### src/rtl/aif_pkg.sv
// Shared constants, modes and states for the accelerometer and inclinometer output formatter
package aif_pkg;

    // Word and datapath widths
    localparam int WORD_W         = 24;
    localparam int BYTE_W         = 8;
    localparam int RAW_W          = 28;
    localparam int SUM_W          = 32;
    localparam int CNT_W          = 8;
    localparam int INT_W          = 30;
    localparam int SHIFT_W        = 3;
    localparam int STEP_W         = 5;
    localparam int BYTES_PER_WORD = 3;
    localparam int FIFO_DEPTH     = 8;

    // Divider runs one quotient bit per cycle
    localparam logic [STEP_W-1:0] DIV_LAST_STEP = 5'h1F;
    localparam logic [1:0]        LAST_BYTE_IDX = 2'h2;
    localparam logic [CNT_W-1:0]  CNT_MAX       = 8'hFF;

    // Raw acceleration arrives at 2^20 counts per g
    localparam logic [SHIFT_W-1:0] ACC_SHIFT_5G  = 3'h0;
    localparam logic [SHIFT_W-1:0] ACC_SHIFT_10G = 3'h1;
    localparam logic [SHIFT_W-1:0] ACC_SHIFT_30G = 3'h2;
    localparam logic [SHIFT_W-1:0] ACC_SHIFT_80G = 3'h4;

    // Raw velocity increment arrives at 2^25 counts per m/s
    localparam logic [SHIFT_W-1:0] IV_SHIFT_5G   = 3'h2;
    localparam logic [SHIFT_W-1:0] IV_SHIFT_10G  = 3'h3;
    localparam logic [SHIFT_W-1:0] IV_SHIFT_30G  = 3'h4;
    localparam logic [SHIFT_W-1:0] IV_SHIFT_80G  = 3'h6;

    // Values after reset
    localparam logic [WORD_W-1:0] WORD_RESET = 24'h000000;
    localparam logic [SUM_W-1:0]  SUM_RESET  = 32'h00000000;
    localparam logic [INT_W-1:0]  INT_RESET  = 30'h00000000;
    localparam logic [CNT_W-1:0]  CNT_RESET  = 8'h00;

    typedef enum logic [1:0]
    {
        RANGE_5G  = 2'h0,
        RANGE_10G = 2'h1,
        RANGE_30G = 2'h2,
        RANGE_80G = 2'h3
    } aif_range_t;

    typedef enum logic [1:0]
    {
        UNIT_ACCEL     = 2'h0,
        UNIT_INCR_VEL  = 2'h1,
        UNIT_AVG_ACCEL = 2'h2,
        UNIT_INT_VEL   = 2'h3
    } aif_unit_t;

    typedef enum logic [2:0]
    {
        ST_IDLE,
        ST_DIV,
        ST_DIV_DONE,
        ST_PUSH_ACC,
        ST_PUSH_INCL
    } aif_state_t;

endpackage : aif_pkg

### src/rtl/aif_fifo.sv
// Word FIFO with valid and ready on both sides
`timescale 1ns/1ps
module aif_fifo
    import aif_pkg::*;
#(
    parameter int WIDTH = WORD_W,
    parameter int DEPTH = FIFO_DEPTH
)
(
    // Clock and reset
    input  wire logic             clk_in,
    input  wire logic             rst_n_in,
    // Fill side
    input  wire logic             in_valid_in,
    output logic                  in_ready_out,
    input  wire logic [WIDTH-1:0] in_data_in,
    // Drain side
    output logic                  out_valid_out,
    input  wire logic             out_ready_in,
    output logic [WIDTH-1:0]      out_data_out
);
    localparam int PTR_W = (DEPTH > 1) ? $clog2(DEPTH) : 1;
    localparam int CNT_W2 = $clog2(DEPTH + 1);
    localparam logic [PTR_W-1:0]  PTR_LAST = PTR_W'(DEPTH - 1);
    localparam logic [CNT_W2-1:0] CNT_FULL = CNT_W2'(DEPTH);

    logic [WIDTH-1:0]  mem [DEPTH];
    logic [PTR_W-1:0]  wr_ptr;
    logic [PTR_W-1:0]  rd_ptr;
    logic [CNT_W2-1:0] fill;
    logic [PTR_W-1:0]  next_wr_ptr;
    logic [PTR_W-1:0]  next_rd_ptr;
    logic [CNT_W2-1:0] next_fill;
    logic              push;
    logic              pop;

    assign in_ready_out  = (fill != CNT_FULL);
    assign out_valid_out = (fill != '0);
    assign out_data_out  = mem[rd_ptr];
    assign push          = in_valid_in && in_ready_out;
    assign pop           = out_valid_out && out_ready_in;

    always_comb
    begin
        next_wr_ptr = wr_ptr;
        next_rd_ptr = rd_ptr;
        next_fill   = fill;
        if (push)
        begin
            next_wr_ptr = (wr_ptr == PTR_LAST) ? '0 : wr_ptr + 1'b1;
        end
        if (pop)
        begin
            next_rd_ptr = (rd_ptr == PTR_LAST) ? '0 : rd_ptr + 1'b1;
        end
        if (push && !pop)
        begin
            next_fill = fill + 1'b1;
        end
        else if (pop && !push)
        begin
            next_fill = fill - 1'b1;
        end
    end

    always_ff @(posedge clk_in or negedge rst_n_in)
    begin
        if (!rst_n_in)
        begin
            wr_ptr <= '0;
            rd_ptr <= '0;
            fill   <= '0;
        end
        else
        begin
            wr_ptr <= next_wr_ptr;
            rd_ptr <= next_rd_ptr;
            fill   <= next_fill;
        end
    end

    // Storage needs no reset; empty flag guards reads
    always_ff @(posedge clk_in)
    begin
        if (push)
        begin
            mem[wr_ptr] <= in_data_in;
        end
    end

endmodule : aif_fifo

### src/rtl/aif_formatter.sv
// Accelerometer and inclinometer output word formatter with byte serialiser
`timescale 1ns/1ps
module aif_formatter
    import aif_pkg::*;
(
    // Clock and reset
    input  wire logic                mclk_in,
    input  wire logic                resetn_in,
    // Configuration
    input  wire logic [1:0]          range_in,
    input  wire logic [1:0]          unit_in,
    // Internal samples
    input  wire logic                sample_valid_in,
    input  wire logic [RAW_W-1:0]    accel_sample_in,
    input  wire logic [RAW_W-1:0]    incr_sample_in,
    input  wire logic [WORD_W-1:0]   incl_sample_in,
    // Transmission request
    input  wire logic                xmit_in,
    output logic                     busy_out,
    // Byte stream
    output logic [BYTE_W-1:0]        byte_out,
    output logic                     byte_valid_out,
    output logic                     byte_last_out,
    input  wire logic                byte_ready_in
);
    logic [1:0] rst_sync;
    logic       rst_n;

    always_ff @(posedge mclk_in or negedge resetn_in)
    begin
        if (!resetn_in)
        begin
            rst_sync <= 2'h0;
        end
        else
        begin
            rst_sync <= {rst_sync[0], 1'b1};
        end
    end
    assign rst_n = rst_sync[1];

    function automatic logic [SHIFT_W-1:0] acc_shift(input logic [1:0] rng);
        unique case (aif_range_t'(rng))
            RANGE_5G:  acc_shift = ACC_SHIFT_5G;
            RANGE_10G: acc_shift = ACC_SHIFT_10G;
            RANGE_30G: acc_shift = ACC_SHIFT_30G;
            RANGE_80G: acc_shift = ACC_SHIFT_80G;
        endcase
    endfunction : acc_shift

    function automatic logic [SHIFT_W-1:0] iv_shift(input logic [1:0] rng);
        unique case (aif_range_t'(rng))
            RANGE_5G:  iv_shift = IV_SHIFT_5G;
            RANGE_10G: iv_shift = IV_SHIFT_10G;
            RANGE_30G: iv_shift = IV_SHIFT_30G;
            RANGE_80G: iv_shift = IV_SHIFT_80G;
        endcase
    endfunction : iv_shift

    // Out-of-range samples clip instead of folding over
    function automatic logic [WORD_W-1:0] scale_sat(input logic [RAW_W-1:0] raw, input logic [SHIFT_W-1:0] sh);
        logic signed [RAW_W-1:0] s;
        s = $signed(raw) >>> sh;
        if (s > 28'sh07FFFFF)
        begin
            scale_sat = 24'h7FFFFF;
        end
        else if (s < 28'shF800000)
        begin
            scale_sat = 24'h800000;
        end
        else
        begin
            scale_sat = s[WORD_W-1:0];
        end
    endfunction : scale_sat

    // Sample group
    logic [WORD_W-1:0]        acc_word;
    logic [WORD_W-1:0]        incr_word;
    logic [WORD_W-1:0]        incl_word;
    logic signed [INT_W-1:0]  int_acc;
    logic signed [SUM_W-1:0]  avg_sum;
    logic [CNT_W-1:0]         avg_cnt;
    logic [WORD_W-1:0]        next_acc_word;
    logic [WORD_W-1:0]        next_incr_word;
    logic [WORD_W-1:0]        next_incl_word;
    logic signed [INT_W-1:0]  next_int_acc;
    logic signed [SUM_W-1:0]  next_avg_sum;
    logic [CNT_W-1:0]         next_avg_cnt;
    logic [WORD_W-1:0]        sample_acc;
    logic signed [INT_W-1:0]  int_shifted;
    logic [WORD_W-1:0]        int_word;
    logic                     take;

    // State group
    aif_state_t               state;
    aif_state_t               next_state;
    logic [SUM_W-1:0]         quot;
    logic [CNT_W-1:0]         rem;
    logic [CNT_W-1:0]         divisor;
    logic [STEP_W-1:0]        step;
    logic                     neg;
    logic [WORD_W-1:0]        out_word;
    logic [WORD_W-1:0]        incl_snap;
    logic [SUM_W-1:0]         next_quot;
    logic [CNT_W-1:0]         next_rem;
    logic [CNT_W-1:0]         next_divisor;
    logic [STEP_W-1:0]        next_step;
    logic                     next_neg;
    logic [WORD_W-1:0]        next_out_word;
    logic [WORD_W-1:0]        next_incl_snap;
    logic [CNT_W:0]           trial;
    logic [WORD_W-1:0]        quot_mag;

    // FIFO and serialiser
    logic                     fifo_in_valid;
    logic                     fifo_in_ready;
    logic [WORD_W-1:0]        fifo_in_data;
    logic                     fifo_out_valid;
    logic                     fifo_out_ready;
    logic [WORD_W-1:0]        fifo_out_data;
    logic [WORD_W-1:0]        ser_word;
    logic                     ser_full;
    logic [1:0]               ser_idx;
    logic [WORD_W-1:0]        next_ser_word;
    logic                     next_ser_full;
    logic [1:0]               next_ser_idx;

    assign take        = (state == ST_IDLE) && xmit_in;
    assign sample_acc  = scale_sat(accel_sample_in, acc_shift(range_in));
    assign int_shifted = int_acc >>> iv_shift(range_in);
    assign int_word    = int_shifted[WORD_W-1:0];

    always_comb
    begin
        next_acc_word  = acc_word;
        next_incr_word = incr_word;
        next_incl_word = incl_word;
        next_int_acc   = int_acc;
        next_avg_sum   = avg_sum;
        next_avg_cnt   = avg_cnt;
        if (sample_valid_in)
        begin
            next_acc_word  = sample_acc;
            next_incr_word = scale_sat(incr_sample_in, iv_shift(range_in));
            next_incl_word = incl_sample_in;
            // Wide sum wraps mod 2^30, so the sent window wraps on its own
            next_int_acc   = int_acc + INT_W'($signed(incr_sample_in));
        end
        if (take)
        begin
            // A sample in the take cycle opens the new average
            next_avg_sum = sample_valid_in ? SUM_W'($signed(sample_acc)) : SUM_RESET;
            next_avg_cnt = sample_valid_in ? 8'h01 : CNT_RESET;
        end
        else if (sample_valid_in && (avg_cnt != CNT_MAX))
        begin
            // Past 255 samples the mean holds only the first 255
            next_avg_sum = avg_sum + SUM_W'($signed(sample_acc));
            next_avg_cnt = avg_cnt + 1'b1;
        end
    end

    always_ff @(posedge mclk_in or negedge rst_n)
    begin
        if (!rst_n)
        begin
            acc_word  <= WORD_RESET;
            incr_word <= WORD_RESET;
            incl_word <= WORD_RESET;
            int_acc   <= INT_RESET;
            avg_sum   <= SUM_RESET;
            avg_cnt   <= CNT_RESET;
        end
        else
        begin
            acc_word  <= next_acc_word;
            incr_word <= next_incr_word;
            incl_word <= next_incl_word;
            int_acc   <= next_int_acc;
            avg_sum   <= next_avg_sum;
            avg_cnt   <= next_avg_cnt;
        end
    end

    assign trial    = {rem, quot[SUM_W-1]} - {1'b0, divisor};
    assign quot_mag = quot[WORD_W-1:0];

    always_comb
    begin
        next_state     = state;
        next_quot      = quot;
        next_rem       = rem;
        next_divisor   = divisor;
        next_step      = step;
        next_neg       = neg;
        next_out_word  = out_word;
        next_incl_snap = incl_snap;
        fifo_in_valid  = 1'b0;
        fifo_in_data   = out_word;
        unique case (state)
            ST_IDLE:
            begin
                if (xmit_in)
                begin
                    next_incl_snap = incl_word;
                    next_state     = ST_PUSH_ACC;
                    unique case (aif_unit_t'(unit_in))
                        UNIT_ACCEL:    next_out_word = acc_word;
                        UNIT_INCR_VEL: next_out_word = incr_word;
                        UNIT_INT_VEL:  next_out_word = int_word;
                        UNIT_AVG_ACCEL:
                        begin
                            if (avg_cnt == CNT_RESET)
                            begin
                                next_out_word = WORD_RESET;
                            end
                            else
                            begin
                                // Divide magnitudes, restore sign after
                                next_neg     = avg_sum[SUM_W-1];
                                next_quot    = avg_sum[SUM_W-1] ? SUM_W'(-avg_sum) : avg_sum;
                                next_rem     = CNT_RESET;
                                next_divisor = avg_cnt;
                                next_step    = '0;
                                next_state   = ST_DIV;
                            end
                        end
                    endcase
                end
            end
            ST_DIV:
            begin
                if (!trial[CNT_W])
                begin
                    next_rem  = trial[CNT_W-1:0];
                    next_quot = {quot[SUM_W-2:0], 1'b1};
                end
                else
                begin
                    next_rem  = {rem[CNT_W-2:0], quot[SUM_W-1]};
                    next_quot = {quot[SUM_W-2:0], 1'b0};
                end
                next_step = step + 1'b1;
                if (step == DIV_LAST_STEP)
                begin
                    next_state = ST_DIV_DONE;
                end
            end
            ST_DIV_DONE:
            begin
                // Mean of saturated words always fits the word
                next_out_word = neg ? WORD_W'(-quot_mag) : quot_mag;
                next_state    = ST_PUSH_ACC;
            end
            ST_PUSH_ACC:
            begin
                fifo_in_valid = 1'b1;
                fifo_in_data  = out_word;
                if (fifo_in_ready)
                begin
                    next_state = ST_PUSH_INCL;
                end
            end
            ST_PUSH_INCL:
            begin
                fifo_in_valid = 1'b1;
                fifo_in_data  = incl_snap;
                if (fifo_in_ready)
                begin
                    next_state = ST_IDLE;
                end
            end
        endcase
    end

    always_ff @(posedge mclk_in or negedge rst_n)
    begin
        if (!rst_n)
        begin
            state     <= ST_IDLE;
            quot      <= SUM_RESET;
            rem       <= CNT_RESET;
            divisor   <= CNT_RESET;
            step      <= '0;
            neg       <= 1'b0;
            out_word  <= WORD_RESET;
            incl_snap <= WORD_RESET;
        end
        else
        begin
            state     <= next_state;
            quot      <= next_quot;
            rem       <= next_rem;
            divisor   <= next_divisor;
            step      <= next_step;
            neg       <= next_neg;
            out_word  <= next_out_word;
            incl_snap <= next_incl_snap;
        end
    end

    assign busy_out = (state != ST_IDLE);

    aif_fifo #(
        .WIDTH (WORD_W),
        .DEPTH (FIFO_DEPTH)
    ) u_fifo (
        .clk_in        (mclk_in),
        .rst_n_in      (rst_n),
        .in_valid_in   (fifo_in_valid),
        .in_ready_out  (fifo_in_ready),
        .in_data_in    (fifo_in_data),
        .out_valid_out (fifo_out_valid),
        .out_ready_in  (fifo_out_ready),
        .out_data_out  (fifo_out_data)
    );

    assign byte_out       = ser_word[WORD_W-1 -: BYTE_W];
    assign byte_valid_out = ser_full;
    assign byte_last_out  = ser_full && (ser_idx == LAST_BYTE_IDX);
    assign fifo_out_ready = !ser_full || (byte_ready_in && byte_last_out);

    always_comb
    begin
        next_ser_word = ser_word;
        next_ser_full = ser_full;
        next_ser_idx  = ser_idx;
        if (ser_full && byte_ready_in)
        begin
            next_ser_word = {ser_word[WORD_W-BYTE_W-1:0], {BYTE_W{1'b0}}};
            next_ser_idx  = ser_idx + 1'b1;
            if (byte_last_out)
            begin
                next_ser_full = 1'b0;
            end
        end
        if (fifo_out_valid && fifo_out_ready)
        begin
            next_ser_word = fifo_out_data;
            next_ser_full = 1'b1;
            next_ser_idx  = 2'h0;
        end
    end

    always_ff @(posedge mclk_in or negedge rst_n)
    begin
        if (!rst_n)
        begin
            ser_word <= WORD_RESET;
            ser_full <= 1'b0;
            ser_idx  <= 2'h0;
        end
        else
        begin
            ser_word <= next_ser_word;
            ser_full <= next_ser_full;
            ser_idx  <= next_ser_idx;
        end
    end

endmodule : aif_formatter

### config.mk
export PLATFORM = sky130hd
export DESIGN_NAME = aif_formatter
export DESIGN_NICKNAME = d
export VERILOG_FILES = /design/src/rtl/aif_pkg.sv /design/src/rtl/aif_fifo.sv /design/src/rtl/aif_formatter.sv
export SDC_FILE = /design/constraint.sdc
export NUM_CORES = 1
export LEC_CHECK = 0
export BUFFER_PORTS_ARGS = -buffer_cell sky130_fd_sc_hd__buf_2
export CAP_MARGIN = 10
export CORE_MARGIN = 2
export CORE_UTILIZATION = 40
export CTS_BUF_LIST = sky130_fd_sc_hd__clkbuf_2 sky130_fd_sc_hd__clkbuf_4 sky130_fd_sc_hd__clkbuf_8
export DETAILED_ROUTE_END_ITERATION = 12
export PLACE_DENSITY_LB_ADDON = 0.12
export SYNTH_ARGS = -nofsm -noshare
export SYNTH_HDL_FRONTEND = slang
export SYNTH_SLANG_ARGS = --single-unit
### constraint.sdc
create_clock -name mclk_in -period 18.9 [get_ports mclk_in]
set_input_delay 3.78 -clock mclk_in [delete_from_list [all_inputs] [get_ports mclk_in]]
set_output_delay 3.78 -clock mclk_in [all_outputs]
set_load 0.005 [all_outputs]
# Word level (Yosys, flattened, before mapping)
# Memories as Yosys holds them, arrays and structs flattened.
# Cells that the tools add are included.
[word_totals]
input_bits = 89
elab_cells = 152
ramBits = 192
reg_bits = 286
latchBits = 0
output_inout_bits = 11
romBits = 0
mem_count = 1
[memory_table]
columns = ["name", "words", "width", "read_ports", "rd_ports_with_merged_regs", "wr", "line_no", "source"]
rows = [
  ["u_fifo.mem", 8, 24, 1, 0, 1, "aif_fifo.sv:27", "logic [WIDTH-1:0] mem [DEPTH];"],
]
[op_classes]
bitwise_logic = 1
div = 0
magnitude_cmp = 4
shifts = 3
eq_ne = 23
mux = 55
n_addsub = 12
n_reduce_logical = 32
mul = 0
[op_table]
columns = ["operator", "count"]
rows = [
  ["$mux 24", 10],
  ["$mux 32", 7],
  ["$pmux 24 s4", 1],
  ["$pmux 32 s2", 1],
  ["$gt 28x24->1 const B", 2],
  ["$lt 28x24->1 const B", 2],
  ["$sshr 28x3->28", 2],
  ["$mux 8", 6],
  ["$pmux 24 s2", 1],
  ["$add 32x24->32", 1],
  ["$neg 32->32", 1],
  ["$add 30x28->30", 1],
  ["$sshr 30x3->24", 1],
  ["$neg 24->24", 1],
  ["$pmux 3 s4", 2],
  ["$mux 3", 7],
  ["$pmux 8 s2", 1],
  ["$mux 5", 3],
  ["$pmux 3 s5", 1],
  ["$reduce_and 4->1", 3],
  ["$reduce_bool 2->1", 6],
  ["$eq 2x2->1 const B", 5],
  ["$pmux 5 s2", 1],
  ["$eq 3x3->1 const B", 3],
  ["other kinds (31)", 61],
]

# Depth between registers and ports, before layout
[logic_depth]
word_depth = 9
mapped_depth = 19
ltp_nobuf = 17

# Modules after synthesis
# From an unflattened synthesis, not the netlist that was laid out.
[unflattened]
hier_cells = 2320
hier_area_um2 = 26310.2
[modules_own_cells]
columns = ["module", "cells_per_inst", "area_each_um2", "n_inst"]
rows = [
  ["aif_formatter", 1977, 18227.5, 1],
  ["aif_fifo", 343, 8082.8, 1],
]

# Worst setup path after synthesis
# Ideal clock, no wire load.
[synth_path]
path_type = "in2reg"
start = "input range_in[0]"
end = "register avg_sum[31]"
path_stages = 16
setup_slack_ns = 11.069
setup_time_ns = 0.126
t_arrival_ns = 7.705
path_buffers = 3
path_cell_list = "clkbuf_1 buf_2 clkbuf_1 mux4_2 a21oi_1 inv_1 ha_1 o21a_1 a21oi_1 a22oi_1 a221o_1 a31oi_1 o21bai_1 o221ai_1 nand2_1 a311o_1"
[synth_between]
elab_chain_cells = 9
word_cells_on_any_way = 14
[synth_rtl]
columns = ["element", "line_no", "source"]
rows = [
  ["start, declared", "aif_formatter.sv:10", "input wire logic [1:0] range_in,"],
  ["$eq 2x2->1 (tied with other cells)", "aif_formatter.sv:43", "unique case (aif_range_t'(rng))"],
  ["$pmux 3 s4 *", "aif_formatter.sv:43", ""],
  ["$sshr 28x3->28 *", "aif_formatter.sv:63", "s = $signed(raw) >>> sh;"],
  ["$lt 28x24->1", "aif_formatter.sv:68", "else if (s < 28'shF800000)"],
  ["$mux 24", "aif_formatter.sv:68", ""],
  ["$mux 24 *", "aif_formatter.sv:64", "if (s > 28'sh07FFFFF)"],
  ["named net sample_acc[2]", "aif_formatter.sv:91", "logic [WORD_W-1:0] sample_acc;"],
  ["$add 32x24->32 *", "aif_formatter.sv:160", "next_avg_sum = avg_sum + SUM_W'($signed(sample_acc));"],
  ["$mux 32 *", "aif_formatter.sv:157", "else if (sample_valid_in && (avg_cnt != CNT_MAX))"],
  ["$mux 32 *", "aif_formatter.sv:151", "if (take)"],
  ["end signal, assigned", "aif_formatter.sv:182", "avg_sum <= next_avg_sum;"],
  ["end, declared", "aif_formatter.sv:83", "logic signed [SUM_W-1:0] avg_sum;"],
]
# Mark *: on every way through the listed nets, which the timed path passes. The rest lies on a longest branch. The select of a mux whose other input is x is not followed.
# A chain may end at the register's enable or synchronous reset.

# Final worst setup path
[layout_path]
start = "input range_in[1]"
end = "register avg_sum[31]"
# Same word-level chain as after synthesis.

==> results summary <==
The final-stage net count is around 2.5k. The global placement routability congestion is 0.857. The critical-path maximum fanout came out at 78. The count of nets left with antenna violations once routing finished came out at 0.

The number of H-tree levels is 3. The routed design could run at a clock period as short as about 8.6 ns. The fraction of power consumed by the clock network came out at between 20% and 30%. The max-slew violation total from the final report came out at 0. The overall die width is 259 um. The signed area change from the synthesized netlist to the final layout came out at 11.9%. For the worst setup path, the data required time is approximately 20 ns.

The clock tree from TritonCTS is yes. The maximum vdd drop came out at about 0.06 mV. The worst setup path is launched from an input port. The dominant combinational cell family by area after synthesis is multiplexers.

The top-level I/O count is 100. The fraction of layout instances using a drive strength above 1 is roughly a fifth. The total wire length came out at 68.4 mm. The DRC marker count from the first detailed-route iteration came out at approximately 1.2k. Setup slack on the critical path of the routed design comes to between 10 and 15 ns.

Setup repair after global routing left no endpoint under its margin. By area the synthesized netlist is led by sky130_fd_sc_hd__dfrtp_1 (27%), sky130_fd_sc_hd__edfxtp_1 (22%), sky130_fd_sc_hd__mux4_2 (10%), sky130_fd_sc_hd__ha_1 (3.9%), sky130_fd_sc_hd__nand2_1 (3.8%). Clock tree synthesis found a total of approximately 480 sinks. Across the whole layout, storage elements account for around 0.013 mm2. The half-perimeter wire length of the detailed placement result came out at 45.9 mm.

The total power per unit cell area came out at around 160 mW/mm2. The footprint of the multi-input gates is approximately 0.012 mm2. After detailed routing, the average wire length per cell comes to 20.7 um. The slew at the pin closest to its max-slew limit is approximately 1 ns.

Of the total power, combinational logic draws roughly two fifths. The die extent in y is about 260 um. The library cell used as clock root buffer is sky130_fd_sc_hd__clkbuf_8. The number of buffer cells added on primary ports came out at a little under 100.

The max-capacitance violation count came out at 0. The total grt overflow came out at 0. The number of search-and-repair iterations in the first detailed-routing pass came out at 5. The classification of the worst-slack hold path is register to register. The via count normalized by instance count came out at between 5 and 6. The all-layer global routing usage came out at between 20% and 30%. The count of endpoints failing setup in the final report is 0. The simple-gate portion of the synthesized area came out at ~10%. The floorplan has 93 rows.

The netlist area before placement came out at 0.0261 mm2. The layout has 6019 filler cells. The pin count of the biggest net entering global routing is ~80. The sequential share of power is between 30% and 40%. The highest clock rate came out at around 120 MHz. The worst pin sits at a relative slew slack of about a third.

The xor/xnor share of the synthesized area came out at under 10%. The sort of element at the end of the critical path is a register. The share of the synthesized area in compound gates (AO/OA/AOI/OAI) came out at ~14%. The number of hold violations in the final report is 0. The analysis attributes to net switching a power of 1.77 mW. The initial antenna violation count is 3. The DRC violation count after routing is 0.

The internal power of the cells totals between 2 and 3 mW. The run finished with clean final reports. The pre-CTS worst setup slack is ~9.8 ns. The count of synthesis-stage warnings from yosys is 0. The die covers 0.0673 mm2. The predominant post-synthesis flop cell is sky130_fd_sc_hd__dfrtp_1. The number of buffers inserted to repair setup after CTS came out at 0. The number of gates resized after CTS was 0. Of the total power, the share spent switching nets is between 30 and 40%. Clock tree synthesis inserted a total of 87 buffers. The synthesized design contains between 150 and 200 enable-type register cells. The fraction of post-synthesis cell area in the top cell type by area is around 27%. Counting instances in the post-synthesis netlist gives the leading cell types as sky130_fd_sc_hd__dfrtp_1 (286), sky130_fd_sc_hd__nand2_1 (267), sky130_fd_sc_hd__edfxtp_1 (192), sky130_fd_sc_hd__o21ai_0 (192), sky130_fd_sc_hd__nor2_1 (133). The area of all placed cells without fillers is around 0.03 mm2. The critical path is of the input port to register type. The clock passes through at most 3 buffers. The critical path arrival came out at ~9.1 ns.

The share of flip-flops with an asynchronous set or reset after synthesis came out at 59.8%. The largest clock skew in the final design came out at around 0.037 ns. The area of the core region is 0.0645 mm2.

The clock transition at the register clock pins on the worst setup and hold paths after CTS is ~0.060 ns. The leakage component of the power came out at between 10 and 15 nW. The mux cell area share after synthesis came out at about 15%. The number of global-route vias before repair is between 15k and 20k. In this run, distinct cell masters in the synthesized netlist total 65.

The mean instance size in the synthesized netlist came out at 11.3 um2. After layout, the worst path uses between 40% and 50% of the clock period. The initial core utilization is just over 40%.

sky130_fd_sc_hd__dfrtp_1 takes more of the synthesized area than any other cell. The wire length of the first global-routing pass came out at 108 mm. The routed layout has around 19k vias. The post-synth net total came out at 2477. Yosys instantiated no cell more often than sky130_fd_sc_hd__dfrtp_1.

The sum of negative setup slack came out at 0 ns. The share of synthesized cell area in full adder, half adder and majority cells came out at between 4 and 5%. The area after detailed placement came out at 0.0274 mm2. The number of buffers added to fix hold violations after cts came out at 0. The number of synthesized register bits is approximately 480.

The clock latency on the worst-skew pair came out at between 0.6 and 0.7 ns. The fraction of the yosys area taken by sequential cells came out at 49.5%. The number of cells produced by synthesis is roughly 2.3k.
==> flip-flops by register name, summed over array words and instances (netlist names) <==
name            flops
avg_sum            32
step                5
rem                 8
incl_snap          24
u_fifo.wr_ptr       3
u_fifo.mem        192
u_fifo.fill         4
divisor             8
ser_idx             2
avg_cnt             8
int_acc            30
rst_sync            2
out_word           24
incr_word          24
u_fifo.rd_ptr       3
quot               32
neg                 1
acc_word           24
byte_valid_out      1
ser_word           24
state               3
incl_word          24
==> critical path, stage by stage <==
cell,delay (ns)
sky130_fd_sc_hd__buf_2,0.07
sky130_fd_sc_hd__buf_4,0.70
sky130_fd_sc_hd__mux4_2,0.63
sky130_fd_sc_hd__nand2_1,0.08
sky130_fd_sc_hd__nand2_1,0.48
sky130_fd_sc_hd__a21oi_1,0.49
sky130_fd_sc_hd__inv_1,0.09
sky130_fd_sc_hd__ha_1,0.35
sky130_fd_sc_hd__o21a_1,0.20
sky130_fd_sc_hd__a21oi_1,0.22
sky130_fd_sc_hd__a22oi_1,0.22
sky130_fd_sc_hd__a221o_1,0.41
sky130_fd_sc_hd__a31oi_1,0.62
sky130_fd_sc_hd__o21bai_1,0.17
sky130_fd_sc_hd__o221ai_1,0.23
sky130_fd_sc_hd__nand2_1,0.08
sky130_fd_sc_hd__a311o_1,0.26
==> worst paths after layout <==
| path | start | end | slack, ns | depth (start not counted) |
|---|---|---|---|---|
| setup reg to reg | state[1] | u_fifo.mem[7][16] | 15.38 | 6 |
| hold / removal | rst_sync[0] | rst_sync[1] | 0.35 | 0 |
| setup / recovery | range_in[1] | avg_sum[31] | 10.32 | 17 |
| max in group asynchronous | resetn_in | rst_sync[1] | 15.88 | 1 |
| hold reg to reg | rst_sync[0] | rst_sync[1] | 0.35 | 0 |
| min in group asynchronous | rst_sync[1] | incl_word[5] | 0.39 | 0 |
==> per-stage QoR <==
step	total power, mW	hold WS (ns)	std cells	utilization, %
detailed placement	3.61	0.336	3139	42.5
floorplan	3.08	0.331	2302	-
CTS	4.64	0.351	3297	45.3
finish	4.59	0.347	3299	45.3
global placement	3.56	0.332	3139	42.5
global route	4.94	0.352	3299	45.3
==> cells by family (layout without fill, tap and decap cells) <==
group / after synthesis / after routing
xor gates and xnor gates: 102 / 102
DFF: 478 / 478
muxes: 236 / 236
buffers and inverters: 223 / 363
and+or+nand+nor: 575 / 575
adders and majority gates: 86 / 86
other: 1 / 3
AOI/OAI and AO/OA: 601 / 601
==> cell type report <==
class | instances | share of cell area [%]
clock buffer | 135 | 5.72
clock inverter | 23 | 0.463
inverter | 74 | 0.951
timing repair buffer | 131 | 2.54
antenna | 2 | 0.0171
sequential | 478 | 44.3
multi-input combinational | 1601 | 42.4
tap | 855 | 3.66
==> cell usage in the layout (no fill, tap or decap), types with 7 or more instances in the layout <==
cell type,synthesis,routed
sky130_fd_sc_hd__a211oi_1,14,14
sky130_fd_sc_hd__a21o_1,53,53
sky130_fd_sc_hd__a21oi_1,130,129
sky130_fd_sc_hd__a22oi_1,53,53
sky130_fd_sc_hd__a31oi_1,18,18
sky130_fd_sc_hd__and3_1,16,16
sky130_fd_sc_hd__buf_2,7,97
sky130_fd_sc_hd__buf_4,8,34
sky130_fd_sc_hd__clkbuf_4,0,30
sky130_fd_sc_hd__clkbuf_8,0,105
sky130_fd_sc_hd__clkinv_1,0,8
sky130_fd_sc_hd__clkinv_2,0,10
sky130_fd_sc_hd__dfrtp_1,286,283
sky130_fd_sc_hd__edfxtp_1,192,192
sky130_fd_sc_hd__ha_1,82,82
sky130_fd_sc_hd__inv_1,74,74
sky130_fd_sc_hd__mux2_2,85,85
sky130_fd_sc_hd__mux2i_1,33,32
sky130_fd_sc_hd__mux4_2,118,118
sky130_fd_sc_hd__nand2_1,267,267
sky130_fd_sc_hd__nand2b_1,14,14
sky130_fd_sc_hd__nand3_1,30,30
sky130_fd_sc_hd__nand4_1,12,12
sky130_fd_sc_hd__nor2_1,133,128
sky130_fd_sc_hd__nor2b_1,12,11
sky130_fd_sc_hd__nor3_1,26,23
sky130_fd_sc_hd__nor4_1,12,12
sky130_fd_sc_hd__o211ai_1,31,31
sky130_fd_sc_hd__o21a_1,9,9
sky130_fd_sc_hd__o21ai_0,192,192
sky130_fd_sc_hd__o22ai_1,14,14
sky130_fd_sc_hd__o2bb2ai_1,8,8
sky130_fd_sc_hd__o31ai_1,21,21
sky130_fd_sc_hd__or2_2,7,7
sky130_fd_sc_hd__or3_1,13,13
sky130_fd_sc_hd__or4_1,9,9
sky130_fd_sc_hd__xnor2_1,29,29
sky130_fd_sc_hd__xor2_1,73,73
==> power by group through the flow <==
stage | sequential, mW | combinational (mW) | clock [mW]
detailed placement | 1.75 | 1.86 | 0
finish | 1.73 | 1.85 | 1.01
global placement | 1.74 | 1.82 | 0
floorplan | 1.62 | 1.46 | 0
global route | 1.77 | 2.08 | 1.09
CTS | 1.73 | 1.87 | 1.04
==> routing by layer <==
layer  GRT usage [%]  wire, um
met2            34.6     33300
met3            3.37      2780
met1            27.5     31000
met5               0         9
met4            5.44      1420
No activity file was read; power rests on OpenSTA's default activity.
